[config.mk]
export PLATFORM = sky130hd
export DESIGN_NAME = iod_io_decoder
export DESIGN_NICKNAME = d
export VERILOG_FILES = /design/src/iod_pkg.sv /design/src/iod_io_decoder.sv /design/src/iod_window_match.sv /design/src/iod_fixed_decode.sv
export SDC_FILE = /design/constraint.sdc
export NUM_CORES = 2
export LEC_CHECK = 0
export ABC_AREA = 1
export BUFFER_PORTS_ARGS = -buffer_cell sky130_fd_sc_hd__clkbuf_2
export CAP_MARGIN = 40
export CORE_UTILIZATION = 55
export CTS_BUF_LIST = sky130_fd_sc_hd__clkbuf_8
export CTS_CLUSTER_SIZE = 30
export DETAILED_ROUTE_END_ITERATION = 10
export GPL_ROUTABILITY_DRIVEN = 0
export GPL_TIMING_DRIVEN = 0
export PLACE_DENSITY = 0.7
export REMOVE_ABC_BUFFERS = 1
export SYNTH_ARGS = -nofsm -noshare
export SYNTH_HDL_FRONTEND = slang
export SYNTH_HIERARCHICAL = 1
export SYNTH_SLANG_ARGS = --single-unit
[constraint.sdc]
create_clock -name core_clk -period 15.9 [get_ports core_clk]
set_clock_uncertainty 0.2 [all_clocks]
set_input_delay 0.795 -clock core_clk [delete_from_list [all_inputs] [get_ports core_clk]]
set_output_delay 0.795 -clock core_clk [all_outputs]
set_load 0.02 [all_outputs]
[src/iod_pkg.sv]
package iod_pkg;

	// Register bus
	localparam int WB_ADDR_W = 8;
	localparam int NUM_TRAP_MAX = 4;
	localparam int NUM_PCIE_MAX = 12;

	// Register indices, byte address is four times the index
	localparam int REG_CTRL = 0;
	localparam int REG_LEGACY = 1;
	localparam int REG_ACPI = 2;
	localparam int REG_IDE = 3;
	localparam int REG_SMB = 4;
	localparam int REG_WDT = 5;
	localparam int REG_SATA = 6;
	localparam int REG_KT = 7;
	localparam int REG_LPC0 = 8;
	localparam int REG_TRAP0 = 12;
	localparam int REG_PCIE0 = 16;
	localparam int NUM_REGS = 28;
	localparam int REG_STATUS = 32;
	localparam int REG_ROUTE_COUNT = 33;
	localparam int REG_TERM_COUNT = 34;

	// Field positions
	localparam int CTRL_POST_ROUTE = 0;
	localparam int CTRL_NMI_ALIAS = 1;
	localparam int CTRL_LOW_GAME = 2;
	localparam int CTRL_HIGH_GAME = 3;
	localparam int PAR_EN = 0;
	localparam int PAR_SEL_LSB = 1;
	localparam int SER1_EN = 4;
	localparam int SER1_SEL_LSB = 5;
	localparam int SER2_EN = 8;
	localparam int SER2_SEL_LSB = 9;
	localparam int FDC_EN = 12;
	localparam int FDC_SEL = 13;
	localparam int EN_BIT = 31;
	localparam int IDE_SIZE32_BIT = 30;
	localparam int GEN_MASK_LSB = 16;
	localparam int PCIE_LIMIT_LSB = 16;
	localparam int STAT_PORT_LSB = 4;
	localparam int STAT_WRITE = 9;

	// Implemented bits, reset value of every register is zero
	localparam logic [31:0] MASK_CTRL = 32'h0000_000f;
	localparam logic [31:0] MASK_LEGACY = 32'h0000_3fff;
	localparam logic [31:0] MASK_EN_BASE = 32'h8000_ffff;
	localparam logic [31:0] MASK_IDE = 32'hc000_ffff;
	localparam logic [31:0] MASK_GEN = 32'h80ff_ffff;
	localparam logic [31:0] MASK_PCIE = 32'hffff_ffff;

	// Window sizes
	localparam logic [16:0] ACPI_LAST = 17'h0005f;
	localparam logic [15:0] SMB_MASK = 16'h001f;
	localparam logic [15:0] SATA_MASK = 16'h000f;
	localparam logic [15:0] KT_MASK = 16'h0007;
	localparam logic [15:0] IDE_MASK16 = 16'h000f;
	localparam logic [15:0] IDE_MASK32 = 16'h001f;
	localparam logic [15:0] LEGACY_MASK = 16'h0007;
	localparam logic [7:0] LPC_MIN_MASK = 8'h03;

	// Legacy peripheral locations
	localparam logic [1:0] PAR_SEL_NONE = 2'h3;
	localparam logic [2:0][15:0] PAR_LOC = {16'h03bc, 16'h0278, 16'h0378};
	localparam logic [7:0][15:0] SER_LOC = {16'h03e8, 16'h0338, 16'h02e8, 16'h0238,
		16'h0228, 16'h0220, 16'h02f8, 16'h03f8};
	localparam logic [1:0][15:0] FDC_LOC = {16'h0370, 16'h03f0};

	// Fixed addresses
	localparam logic [15:0] ADDR_POST = 16'h0080;
	localparam logic [15:0] ADDR_POST_A_LO = 16'h0084;
	localparam logic [15:0] ADDR_POST_A_HI = 16'h0086;
	localparam logic [15:0] ADDR_POST_B = 16'h0088;
	localparam logic [15:0] ADDR_POST_C_LO = 16'h008c;
	localparam logic [15:0] ADDR_POST_C_HI = 16'h008e;
	localparam logic [15:0] ALIAS_OFFSET = 16'h0010;
	localparam logic [11:0] ALIAS_BLOCK = 12'h009;
	localparam logic [15:0] ADDR_RESET_PORT = 16'h0092;
	localparam logic [15:0] ADDR_RESET_CTRL = 16'h0cf9;
	localparam logic [15:0] ADDR_NMI = 16'h0061;
	localparam logic [15:0] ADDR_NMI_A1 = 16'h0063;
	localparam logic [15:0] ADDR_NMI_A2 = 16'h0065;
	localparam logic [15:0] ADDR_NMI_A3 = 16'h0067;
	localparam logic [10:0] PIC_BLOCK = 11'h005;
	localparam logic [15:0] ADDR_PM = 16'h00b2;
	localparam logic [15:0] ADDR_PIC_ELCR = 16'h04d0;
	localparam logic [15:0] ADDR_GAME_LO = 16'h0200;
	localparam logic [15:0] ADDR_GAME_HI = 16'h0208;
	localparam logic [7:0] RESERVED_RDATA = 8'hff;

	// Variable windows, lower index wins
	localparam int WIN_ACPI = 0;
	localparam int WIN_IDE = 1;
	localparam int WIN_SMB = 2;
	localparam int WIN_WDT = 3;
	localparam int WIN_PAR = 4;
	localparam int WIN_SER1 = 5;
	localparam int WIN_SER2 = 6;
	localparam int WIN_FDC = 7;
	localparam int WIN_SATA = 8;
	localparam int WIN_KT = 9;
	localparam int WIN_LPC0 = 10;
	localparam int WIN_TRAP0 = 14;
	localparam int WIN_PCIE0 = 18;
	localparam int NUM_WIN = 30;

	typedef enum logic [3:0] {
		TGT_UNCLAIMED,
		TGT_RESERVED,
		TGT_INTERRUPT,
		TGT_RESET_GEN,
		TGT_POWER_MGMT,
		TGT_NMI,
		TGT_LPC,
		TGT_PCIE,
		TGT_SMBUS,
		TGT_TRAP,
		TGT_SATA,
		TGT_DISK_REDIRECT,
		TGT_KEYBOARD_TEXT
	} iod_target_e;

endpackage

[src/iod_io_decoder.sv]
`timescale 1ns/1ps
module iod_io_decoder #(
	parameter int NUM_TRAP = iod_pkg::NUM_TRAP_MAX,
	parameter int NUM_PCIE = iod_pkg::NUM_PCIE_MAX
) (
	// Clock and reset
	input  wire logic                              core_clk,
	input  wire logic                              rst_n,
	// Wishbone slave
	input  wire logic                              wb_cyc,
	input  wire logic                              wb_stb,
	input  wire logic                              wb_we,
	input  wire logic [iod_pkg::WB_ADDR_W-1:0]     wb_adr,
	input  wire logic                        [3:0] wb_sel,
	input  wire logic                       [31:0] wb_wdata,
	output logic                            [31:0] wb_rdata,
	output logic                                   wb_ack,
	// I/O cycle from upstream link
	input  wire logic                              io_valid,
	input  wire logic                              io_write,
	input  wire logic                       [15:0] io_addr,
	input  wire logic                        [7:0] io_wdata,
	// Routed cycle
	output logic                                   rt_valid,
	output iod_pkg::iod_target_e                   rt_target,
	output logic                             [4:0] rt_port,
	output logic                            [15:0] rt_addr,
	output logic                                   rt_write,
	output logic                             [7:0] rt_wdata,
	// Internal completion
	output logic                                   cpl_valid,
	output logic                             [7:0] cpl_rdata
);
	import iod_pkg::*;

	if (NUM_TRAP < 1 || NUM_TRAP > NUM_TRAP_MAX) begin : g_chk_trap
		$error("NUM_TRAP out of range");
	end
	if (NUM_PCIE < 1 || NUM_PCIE > NUM_PCIE_MAX) begin : g_chk_pcie
		$error("NUM_PCIE out of range");
	end

	typedef struct packed {
		logic                         ack;
		logic                  [31:0] rdata;
		logic [NUM_REGS-1:0]   [31:0] regs;
		logic                         rt_valid;
		iod_target_e                  rt_target;
		logic                   [4:0] rt_port;
		logic                  [15:0] rt_addr;
		logic                         rt_write;
		logic                   [7:0] rt_wdata;
		logic                         cpl_valid;
		logic                   [7:0] cpl_rdata;
		logic                  [15:0] route_count;
		logic                  [15:0] term_count;
	} iod_state_s;

	iod_state_s s_reg;
	iod_state_s s_next;

	// Window table
	logic        [NUM_WIN-1:0][15:0] win_base;
	logic        [NUM_WIN-1:0][16:0] win_limit;
	logic        [NUM_WIN-1:0][4:0]  win_port;
	logic        [NUM_WIN-1:0]       win_en;
	logic        [NUM_WIN-1:0]       win_hit;
	iod_target_e                     win_tgt [NUM_WIN];
	logic                            var_hit;
	logic                      [4:0] var_idx;

	// Fixed decode
	logic                            fix_hit;
	iod_target_e                     fix_tgt;
	logic                     [15:0] fix_addr;

	// Bus helpers
	logic                      [5:0] reg_idx;
	logic                     [31:0] byte_en;
	logic                            bus_req;
	logic                            bus_wr;

	function automatic logic [31:0] reg_mask(input int i);
		if (i == REG_CTRL) return MASK_CTRL;
		if (i == REG_LEGACY) return MASK_LEGACY;
		if (i == REG_IDE) return MASK_IDE;
		if (i >= REG_LPC0 && i < REG_TRAP0) return MASK_GEN;
		if (i >= REG_TRAP0 && i < REG_TRAP0 + NUM_TRAP) return MASK_GEN;
		if (i >= REG_TRAP0 && i < REG_PCIE0) return '0;
		if (i >= REG_PCIE0 && i < REG_PCIE0 + NUM_PCIE) return MASK_PCIE;
		if (i >= REG_PCIE0) return '0;
		return MASK_EN_BASE;
	endfunction

	function automatic logic [16:0] win_last(input logic [15:0] base, input logic [15:0] mask);
		return {1'b0, base | mask};
	endfunction

	iod_fixed_decode u_fixed (
		.addr                        (io_addr),
		.write                       (io_write),
		.post_code_route_select      (s_reg.regs[REG_CTRL][CTRL_POST_ROUTE]),
		.nmi_port_alias_enable       (s_reg.regs[REG_CTRL][CTRL_NMI_ALIAS]),
		.low_gameport_decode_enable  (s_reg.regs[REG_CTRL][CTRL_LOW_GAME]),
		.high_gameport_decode_enable (s_reg.regs[REG_CTRL][CTRL_HIGH_GAME]),
		.hit                         (fix_hit),
		.target                      (fix_tgt),
		.fwd_addr                    (fix_addr)
	);

	// Window placement from programmed registers
	always_comb begin
		logic [31:0] w;
		logic [15:0] m;
		logic  [1:0] psel;
		w = '0;
		m = '0;
		psel = '0;
		for (int i = 0; i < NUM_WIN; i++) begin
			win_base[i] = '0;
			win_limit[i] = '0;
			win_en[i] = 1'b0;
			win_tgt[i] = TGT_UNCLAIMED;
			win_port[i] = '0;
		end

		w = s_reg.regs[REG_ACPI];
		win_en[WIN_ACPI] = w[EN_BIT];
		win_base[WIN_ACPI] = w[15:0];
		win_limit[WIN_ACPI] = {1'b0, w[15:0]} + ACPI_LAST;
		win_tgt[WIN_ACPI] = TGT_POWER_MGMT;

		w = s_reg.regs[REG_IDE];
		m = w[IDE_SIZE32_BIT] ? IDE_MASK32 : IDE_MASK16;
		win_en[WIN_IDE] = w[EN_BIT];
		win_base[WIN_IDE] = w[15:0] & ~m;
		win_limit[WIN_IDE] = win_last(w[15:0], m);
		win_tgt[WIN_IDE] = TGT_DISK_REDIRECT;

		w = s_reg.regs[REG_SMB];
		win_en[WIN_SMB] = w[EN_BIT];
		win_base[WIN_SMB] = w[15:0] & ~SMB_MASK;
		win_limit[WIN_SMB] = win_last(w[15:0], SMB_MASK);
		win_tgt[WIN_SMB] = TGT_SMBUS;

		w = s_reg.regs[REG_WDT];
		win_en[WIN_WDT] = w[EN_BIT];
		win_base[WIN_WDT] = w[15:0] & ~SMB_MASK;
		win_limit[WIN_WDT] = win_last(w[15:0], SMB_MASK);
		win_tgt[WIN_WDT] = TGT_SMBUS;

		// Legacy peripherals pick a fixed 8-byte location, not always aligned
		w = s_reg.regs[REG_LEGACY];
		psel = w[PAR_SEL_LSB +: 2];
		win_en[WIN_PAR] = w[PAR_EN] && (psel != PAR_SEL_NONE);
		win_base[WIN_PAR] = (psel == PAR_SEL_NONE) ? '0 : PAR_LOC[psel];
		win_en[WIN_SER1] = w[SER1_EN];
		win_base[WIN_SER1] = SER_LOC[w[SER1_SEL_LSB +: 3]];
		win_en[WIN_SER2] = w[SER2_EN];
		win_base[WIN_SER2] = SER_LOC[w[SER2_SEL_LSB +: 3]];
		win_en[WIN_FDC] = w[FDC_EN];
		win_base[WIN_FDC] = FDC_LOC[w[FDC_SEL]];
		for (int i = WIN_PAR; i <= WIN_FDC; i++) begin
			win_limit[i] = {1'b0, win_base[i]} + {1'b0, LEGACY_MASK};
			win_tgt[i] = TGT_LPC;
		end

		w = s_reg.regs[REG_SATA];
		win_en[WIN_SATA] = w[EN_BIT];
		win_base[WIN_SATA] = w[15:0] & ~SATA_MASK;
		win_limit[WIN_SATA] = win_last(w[15:0], SATA_MASK);
		win_tgt[WIN_SATA] = TGT_SATA;

		w = s_reg.regs[REG_KT];
		win_en[WIN_KT] = w[EN_BIT];
		win_base[WIN_KT] = w[15:0] & ~KT_MASK;
		win_limit[WIN_KT] = win_last(w[15:0], KT_MASK);
		win_tgt[WIN_KT] = TGT_KEYBOARD_TEXT;

		// Size mask need not be contiguous; window spans base..base|mask
		for (int i = 0; i < 4; i++) begin
			w = s_reg.regs[REG_LPC0 + i];
			m = {8'h00, w[GEN_MASK_LSB +: 8] | LPC_MIN_MASK};
			win_en[WIN_LPC0 + i] = w[EN_BIT];
			win_base[WIN_LPC0 + i] = w[15:0] & ~m;
			win_limit[WIN_LPC0 + i] = win_last(w[15:0], m);
			win_tgt[WIN_LPC0 + i] = TGT_LPC;
			win_port[WIN_LPC0 + i] = 5'(i);
		end

		for (int i = 0; i < NUM_TRAP; i++) begin
			w = s_reg.regs[REG_TRAP0 + i];
			m = {8'h00, w[GEN_MASK_LSB +: 8]};
			win_en[WIN_TRAP0 + i] = w[EN_BIT];
			win_base[WIN_TRAP0 + i] = w[15:0] & ~m;
			win_limit[WIN_TRAP0 + i] = win_last(w[15:0], m);
			win_tgt[WIN_TRAP0 + i] = TGT_TRAP;
			win_port[WIN_TRAP0 + i] = 5'(i);
		end

		// Empty bridge window when limit below base
		for (int i = 0; i < NUM_PCIE; i++) begin
			w = s_reg.regs[REG_PCIE0 + i];
			win_en[WIN_PCIE0 + i] = w[PCIE_LIMIT_LSB +: 16] >= w[15:0];
			win_base[WIN_PCIE0 + i] = w[15:0];
			win_limit[WIN_PCIE0 + i] = {1'b0, w[PCIE_LIMIT_LSB +: 16]};
			win_tgt[WIN_PCIE0 + i] = TGT_PCIE;
			win_port[WIN_PCIE0 + i] = 5'(i);
		end
	end

	for (genvar g = 0; g < NUM_WIN; g++) begin : g_win
		iod_window_match u_match (
			.addr_en (win_en[g]),
			.addr    (io_addr),
			.base    (win_base[g]),
			.limit   (win_limit[g]),
			.hit     (win_hit[g])
		);
	end

	// Overlaps are not flagged; lowest window index simply wins
	always_comb begin
		var_hit = 1'b0;
		var_idx = '0;
		for (int i = NUM_WIN - 1; i >= 0; i--) begin
			if (win_hit[i]) begin
				var_hit = 1'b1;
				var_idx = 5'(i);
			end
		end
	end

	assign reg_idx = wb_adr[WB_ADDR_W-1:2];
	assign bus_req = wb_cyc && wb_stb && !s_reg.ack;
	assign bus_wr = bus_req && wb_we;

	always_comb begin
		for (int b = 0; b < 4; b++) begin
			byte_en[b*8 +: 8] = {8{wb_sel[b]}};
		end
	end

	always_comb begin
		iod_target_e tgt;
		logic [15:0] fwd;
		logic  [4:0] port;
		tgt = TGT_UNCLAIMED;
		fwd = io_addr;
		port = '0;
		s_next = s_reg;

		// Register bus, ack one cycle after the request is seen
		s_next.ack = bus_req;
		if (bus_req) begin
			if (reg_idx < 6'(NUM_REGS)) begin
				s_next.rdata = s_reg.regs[reg_idx];
			end else if (reg_idx == 6'(REG_STATUS)) begin
				s_next.rdata = '0;
				s_next.rdata[3:0] = s_reg.rt_target;
				s_next.rdata[STAT_PORT_LSB +: 5] = s_reg.rt_port;
				s_next.rdata[STAT_WRITE] = s_reg.rt_write;
			end else if (reg_idx == 6'(REG_ROUTE_COUNT)) begin
				s_next.rdata = {16'h0000, s_reg.route_count};
			end else if (reg_idx == 6'(REG_TERM_COUNT)) begin
				s_next.rdata = {16'h0000, s_reg.term_count};
			end else begin
				s_next.rdata = '0;
			end
		end
		for (int i = 0; i < NUM_REGS; i++) begin
			if (bus_wr && reg_idx == 6'(i)) begin
				s_next.regs[i] = ((s_reg.regs[i] & ~byte_en) | (wb_wdata & byte_en))
					& reg_mask(i);
			end
		end

		// One decision per cycle, fixed map ahead of variable windows
		if (fix_hit) begin
			tgt = fix_tgt;
			fwd = fix_addr;
		end else if (var_hit) begin
			tgt = win_tgt[var_idx];
			port = win_port[var_idx];
		end
		s_next.rt_valid = 1'b0;
		s_next.cpl_valid = 1'b0;
		if (io_valid) begin
			s_next.rt_target = tgt;
			s_next.rt_port = port;
			s_next.rt_addr = fwd;
			s_next.rt_write = io_write;
			s_next.rt_wdata = io_wdata;
			if (tgt == TGT_RESERVED || tgt == TGT_UNCLAIMED) begin
				s_next.cpl_valid = 1'b1;
				s_next.cpl_rdata = io_write ? 8'h00 : RESERVED_RDATA;
				s_next.term_count = s_reg.term_count + 16'h0001;
			end else begin
				s_next.rt_valid = 1'b1;
				s_next.route_count = s_reg.route_count + 16'h0001;
			end
		end
	end

	always_ff @(posedge core_clk or negedge rst_n) begin
		if (!rst_n) begin
			s_reg <= '0;
		end else begin
			s_reg <= s_next;
		end
	end

	assign wb_ack = s_reg.ack;
	assign wb_rdata = s_reg.rdata;
	assign rt_valid = s_reg.rt_valid;
	assign rt_target = s_reg.rt_target;
	assign rt_port = s_reg.rt_port;
	assign rt_addr = s_reg.rt_addr;
	assign rt_write = s_reg.rt_write;
	assign rt_wdata = s_reg.rt_wdata;
	assign cpl_valid = s_reg.cpl_valid;
	assign cpl_rdata = s_reg.cpl_rdata;
endmodule

[src/iod_window_match.sv]
`timescale 1ns/1ps
module iod_window_match (
	// Cycle address
	input  wire logic        addr_en,
	input  wire logic [15:0] addr,
	// Window, limit inclusive
	input  wire logic [15:0] base,
	input  wire logic [16:0] limit,
	output logic             hit
);
	assign hit = addr_en && (addr >= base) && ({1'b0, addr} <= limit);
endmodule

[src/iod_fixed_decode.sv]
`timescale 1ns/1ps
module iod_fixed_decode (
	// Cycle
	input  wire logic         [15:0] addr,
	input  wire logic                write,
	// Control bits
	input  wire logic                post_code_route_select,
	input  wire logic                nmi_port_alias_enable,
	input  wire logic                low_gameport_decode_enable,
	input  wire logic                high_gameport_decode_enable,
	// Decision
	output logic                     hit,
	output iod_pkg::iod_target_e     target,
	output logic              [15:0] fwd_addr
);
	import iod_pkg::*;

	function automatic logic is_post_port(input logic [15:0] a);
		return (a == ADDR_POST) || (a == ADDR_POST_B)
			|| (a >= ADDR_POST_A_LO && a <= ADDR_POST_A_HI)
			|| (a >= ADDR_POST_C_LO && a <= ADDR_POST_C_HI);
	endfunction

	iod_target_e post_tgt;
	logic [15:0] alias_addr;

	always_comb begin
		post_tgt = post_code_route_select ? TGT_PCIE : TGT_LPC;
		alias_addr = addr - ALIAS_OFFSET;
		hit = 1'b1;
		target = TGT_UNCLAIMED;
		fwd_addr = addr;
		if (addr == ADDR_POST) begin
			target = post_tgt;
		end else if (is_post_port(addr)) begin
			// Read side has no owner here
			target = write ? post_tgt : TGT_RESERVED;
		end else if (addr[15:4] == ALIAS_BLOCK && addr != ADDR_RESET_PORT
				&& is_post_port(alias_addr)) begin
			target = TGT_LPC;
			fwd_addr = alias_addr;
		end else if (addr == ADDR_RESET_PORT || addr == ADDR_RESET_CTRL) begin
			target = TGT_RESET_GEN;
		end else if (addr == ADDR_NMI) begin
			target = TGT_NMI;
		end else if (addr == ADDR_NMI_A1 || addr == ADDR_NMI_A2 || addr == ADDR_NMI_A3) begin
			if (nmi_port_alias_enable) begin
				target = TGT_NMI;
				fwd_addr = ADDR_NMI;
			end else begin
				target = TGT_PCIE;
			end
		end else if (addr[15:1] == ADDR_PM[15:1]) begin
			target = TGT_POWER_MGMT;
		end else if ((addr[15:5] == PIC_BLOCK && !addr[1])
				|| addr[15:1] == ADDR_PIC_ELCR[15:1]) begin
			target = TGT_INTERRUPT;
		end else if (addr[15:3] == ADDR_GAME_LO[15:3] && low_gameport_decode_enable) begin
			target = TGT_LPC;
		end else if (addr[15:3] == ADDR_GAME_HI[15:3] && high_gameport_decode_enable) begin
			target = TGT_LPC;
		end else begin
			hit = 1'b0;
		end
	end
endmodule

=== Yosys cells after proc, flatten, opt, wreduce, memory -nomap -nowiden ===
Memories as Yosys holds them, arrays and structs flattened.
Cells that the tools add are included.
W data, S select, Z words.

* Add/subtract/negate cells: 8
* $lt $le $gt $ge: 88
* Equality and inequality tests: 50
* Multiplexer cells: 235
* Bitwise logic cells: 110
* Reduce and logical (&&, ||, !) cells: 118

{| class="wikitable"
|+ Operator list
! operator !! number
|-
| $mux W32 || 61
|-
| $and A32 B32 Y32 || 52
|-
| $or A32 B32 Y32 || 28
|-
| $ge A16 B16 Y1 || 42
|-
| $le A16 B16 Y1 || 25
|-
| $mux W16 || 16
|-
| $mux W5 || 34
|-
| $bmux W32 S5 || 1
|-
| $and A16 B16 Y16 || 9
|-
| $not A8 Y16 || 8
|-
| $or A16 B8 Y16 || 8
|-
| $logic_and A1 B1 Y1 || 101
|-
| $mux W1 || 97
|-
| $mux W24 || 4
|-
| $le A16 B17 Y1 || 5
|-
| $eq A16 B8 Y1 const B || 5
|-
| $mux W76 || 1
|-
| $eq A6 B5 Y1 const B || 12
|-
| $add A16 B3 Y17 const B || 4
|-
| $eq A16 B7 Y1 const B || 4
|-
| $ge A16 B8 Y1 const B || 4
|-
| $le A16 B8 Y1 const B || 4
|-
| $mux W4 || 14
|-
| $eq A6 B4 Y1 const B || 8
|-
| 40 further kinds || 62
|}

* Register bits: 930
* Memory bits (read-only): 544
* Input port bits: 75
* Output and inout port bits: 77
* Memories kept: 4

{| class="wikitable"
|+ Memory list
! name !! depth !! bits a word !! rd ports !! clocked after Yosys merged registers in !! wr ports !! RTL line !! source
|-
| (no name shown) || 32 || 5 || 1 || 0 || 0 || iod_io_decoder.sv:284 || <nowiki>port = win_port[var_idx];</nowiki>
|-
| (no name shown) || 32 || 4 || 1 || 0 || 0 || iod_io_decoder.sv:283 || <nowiki>tgt = win_tgt[var_idx];</nowiki>
|-
| (no name shown) || 8 || 16 || 1 || 0 || 0 || iod_io_decoder.sv:160 || <nowiki>win_base[WIN_SER2] = SER_LOC[w[SER2_SEL_LSB +: 3]];</nowiki>
|-
| (no name shown) || 8 || 16 || 1 || 0 || 0 || iod_io_decoder.sv:158 || <nowiki>win_base[WIN_SER1] = SER_LOC[w[SER1_SEL_LSB +: 3]];</nowiki>
|}

=== Logic depth before layout (Yosys ltp) ===
* Depth after elaboration: 43
* Depth in mapped cells: 60
* Gate-level depth less buffers: 59

=== Modules after synthesis ===
Netlist, hierarchy kept.

{| class="wikitable"
|+ Modules (own cells, without submodules)
! module !! times used !! cells an instance !! area an instance (sq um) !! seq. area each (sq um)
|-
| iod_io_decoder || 1 || 4919 || 41478.5 || 20169.3
|-
| iod_window_match || 30 || 156 || 924.6 || 0.0
|-
| iod_fixed_decode || 1 || 240 || 1228.7 || 0.0
|}

=== Least setup slack after synthesis ===
OpenSTA, ideal clock, no wires.

* Path kind: register to register
* From: register with a tool-made name
* To: register s_reg, in the netlist cpl_rdata[6]
* Setup time: 117 ps
* Arrival time: 4732 ps
* Slack: 10851 ps
* Cell stages (with the launch flop): 35
* Cell sequence: dfrtp_1 -> ha_1 -> inv_1 -> a21boi_0 -> o21a_1 -> o21a_1 -> o21a_1 -> o21a_1 -> o21a_1 -> o21ai_0 -> nand2_1 -> a21oi_1 -> nor2_1 -> o31a_1 -> o2111ai_1 -> nand2_1 -> nand2_1 -> nor2_1 -> nor2_1 -> nand3_1 -> o21ai_0 -> a21oi_1 -> or2_2 -> a21oi_1 -> inv_1 -> ha_1 -> or2_2 -> nand3_1 -> nand3_1 -> nand2_1 -> inv_2 -> buf_6 -> buf_2 -> nand4_1 -> nand2_1

{| class="wikitable"
|+ RTL lines
! what !! RTL line !! source
|-
| end signal: assignment || iod_io_decoder.sv:309 || <nowiki>s_reg <= s_next;</nowiki>
|-
| end: declaration || iod_io_decoder.sv:59 || <nowiki>iod_state_s s_reg;</nowiki>
|}

==> metrics.csv <==
metric;value;unit
maximum vdd drop;0.0000855;V
sequential share of power;38.7;%
htree depth;4;
Post-Place Worst Slack;9.36;ns
Die ar.;130000;um^2
# rows;130;
switching part of the total power;34.8;%
die width;360;um
net switching power;1990;uW
clock latency on the worst-skew pair;0.92;ns
initial antenna violation count;11;
max_cap viols;0;
CTS max path bufs;3;
largest family of logic cells by synthesized area;simple AND/OR/NAND/NOR gates;
most frequent cells in the layout;nand2_1 (2412), inv_1 (1733), ha_1 (1164);
reg2reg path depth;34;
Num Clock Sinks;806;
CP max stage cell;o21ai_0;
via count;68947;
Pint;3720;uW
yosys warns;6;
GRT Total Usage;39.1;%
R2R setup slack;8.94;ns
Main synth FF type;dfrtp_1;
Worst R2R End;s_reg[19];
area fraction in compound gates after synthesis;16.2;%
total global routing overflow;0;
Mapped Area;70400;um^2
Tmin final;6.96;ns
sequential area share after synthesis;28.6;%
TritonCTS Buffers;147;
Clock Power Share;37.8;%
Worst Path Required;16.46;ns
die extent in y;360;um
Post-CTS Setup Bufs;0;
detailed-placement wirelength estimate;186;mm
largest net degree at the start of global routing;108;
crit path to;s_reg[19];
Async S/R FF share, synth;100;%
Initial Util;55.7;%
pwr dens;73.4;nW/um^2
fmax;144;MHz
Least-Margin Pin Slew;1.18;ns
port bufs;148;
most common cell after layout, fill and taps aside;nand2_1;
first-pass GRT wire length;385;mm
post-synthesis mux area share;0;%
Synth Area in Simple Gates;21.4;%
share of layout cells above drive strength 1;8.64;%
TritonCTS clock tree;yes;
average wire per standard cell;21.6;um
RSZ-0062 raised after global routing;false;
Reg clk slew, reported paths;0.07;ns
antenna-violating nets left;0;
slowest stage delay, CP;0.55;ns
Seq cells post-synth;806;
final setup margin;8.94;ns
Worst Hold Class;input pin to flop;
Crit path top cell by count;nand2_1;
final core occ;61.6;%
WL final;256;mm
number of enable flip-flop cells after synthesis;0;
final net count;11330;
final hold vios;0;
Max Slew Vio Count;0;
WS Path Type;flop to flop;
io pins;152;
# DRC;0;
Tcrit/Tclk final;43.8;%
cells after synthesis;9839;
Adder-Cell Fraction of Synth Area;20.7;%
syn avg cell area;7.16;um^2
Area Growth Syn to Fin;10.5;%
CP Capture Type;flop;
Core ar.;126000;um^2
# resized after CTS;0;
Comb power frac;23.5;%
outcome;finished clean;
number of setup violations in the final report;0;
Lkg Pwr;0.0372;uW
Slew HR;21.3;%
# hold bufs at CTS;12;
post-synth cell types;64;
Critical Path Start Type;flop;
vias per cell;5.81;
CP arrival;7.52;ns
CP max FO;20;
root cell of the clock tree;clkbuf_8;
DR pass1 iterations;7;
number of global-route vias before repair;65027;
xor-xnor portion of the synthesized cell area;0.510;%
drt first-iter violations;7601;
## logic make-up (layout without fill, tap and decap cells)
kind of cell	count (synthesis)	after routing
XOR/XNOR	41	41
AND/OR/NAND/NOR	3573	3573
other	3	214
AO/OA/AOI/OAI	1972	1972
buffers and inverters	2280	2442
adder cells (fa/ha/maj)	1164	1164
flip-flops	806	806
## critical path: cells and delay by family, from the launching register on
family	cells	cell delay [ns]
compound gates	13	3.13
buf+inv	4	0.48
flops	1	0.49
simple gates	15	1.95
fa+ha+maj	2	0.56
## through the flow
step           total power [uW]  instance area (um^2)  cells  hold WS [ns]  TNS [ns]
2_1_floorplan              2970                 69500   9677         0.253         0
3_3_place_gp               3440                 72300  11475         0.253  -5564.26
3_5_place_dp               3540                 74600  11577         0.262         0
4_1_cts                    5680                 77800  11853        0.0190         0
5_1_grt                    5950                 77800  11859        0.0594         0
6_report                   5710                 77800  11862        0.0524         0
## synthesized netlist by cell type (all sizes together) (13+ instances only)
master / n / area share (%)
inv: 1815 / 9.7
dfrtp: 806 / 29
nand3: 130 / 1.2
a21o: 38 / 0.40
clkbuf: 264 / 1.4
a31oi: 16 / 0.14
nand4: 141 / 1.3
buf: 102 / 1.0
nor4: 18 / 0.16
o2111ai: 13 / 0.16
nand2: 2501 / 14
o21a: 75 / 0.80
nor2: 654 / 4.0
a21oi: 504 / 3.7
a22oi: 158 / 1.7
clkinv: 98 / 0.52
o22ai: 106 / 0.94
or2: 47 / 0.42
o21ai: 909 / 6.5
ha: 1164 / 21
nor3: 77 / 0.57
o41ai: 14 / 0.17
a221oi: 43 / 0.53
xor2: 36 / 0.45
## final cells by class
cell class / count / area [um^2]
Antenna cell: 6 / 15.0
Clock buffer: 187 / 2570
Clock inverter: 77 / 562
Fill cell: 11428 / 48500
Inverter: 1913 / 7190
Multi-Input combinational cell: 6958 / 42200
Sequential cell: 806 / 20200
Tap cell: 1650 / 2060
Timing Repair Buffer: 265 / 3060
## routing by layer
layer | part of all wire [%] | wire (um) | global-route usage [%]
met2 | 43 | 110000 | 60.5
met4 | 8.7 | 22400 | 29.5
met3 | 10 | 25800 | 8.68
met5 | 0.067 | 172 | 0.555
met1 | 38 | 97600 | 47.6
## how the worst min path moves through the flow
stage,startpoint,endpoint,depth (start not counted)
3_3_place_gp,rt_wdata[1],rt_wdata[1],2
4_1_cts,wb_wdata[6],flop,3
2_1_floorplan,flop,flop,2
3_5_place_dp,rt_wdata[1],rt_wdata[1],2
5_1_grt,wb_wdata[6],flop,3
6_report,wb_wdata[6],flop,3
## power groups by stage
stage / clock network [uW] / registers, uW / logic [uW]
finish: 2160 / 2210 / 1340
global route: 2260 / 2220 / 1480
CTS: 2170 / 2210 / 1310
detailed placement: 0 / 2240 / 1300
global placement: 0 / 2250 / 1190
floorplan: 0 / 2250 / 717
No activity file was read; power rests on OpenSTA's default activity.
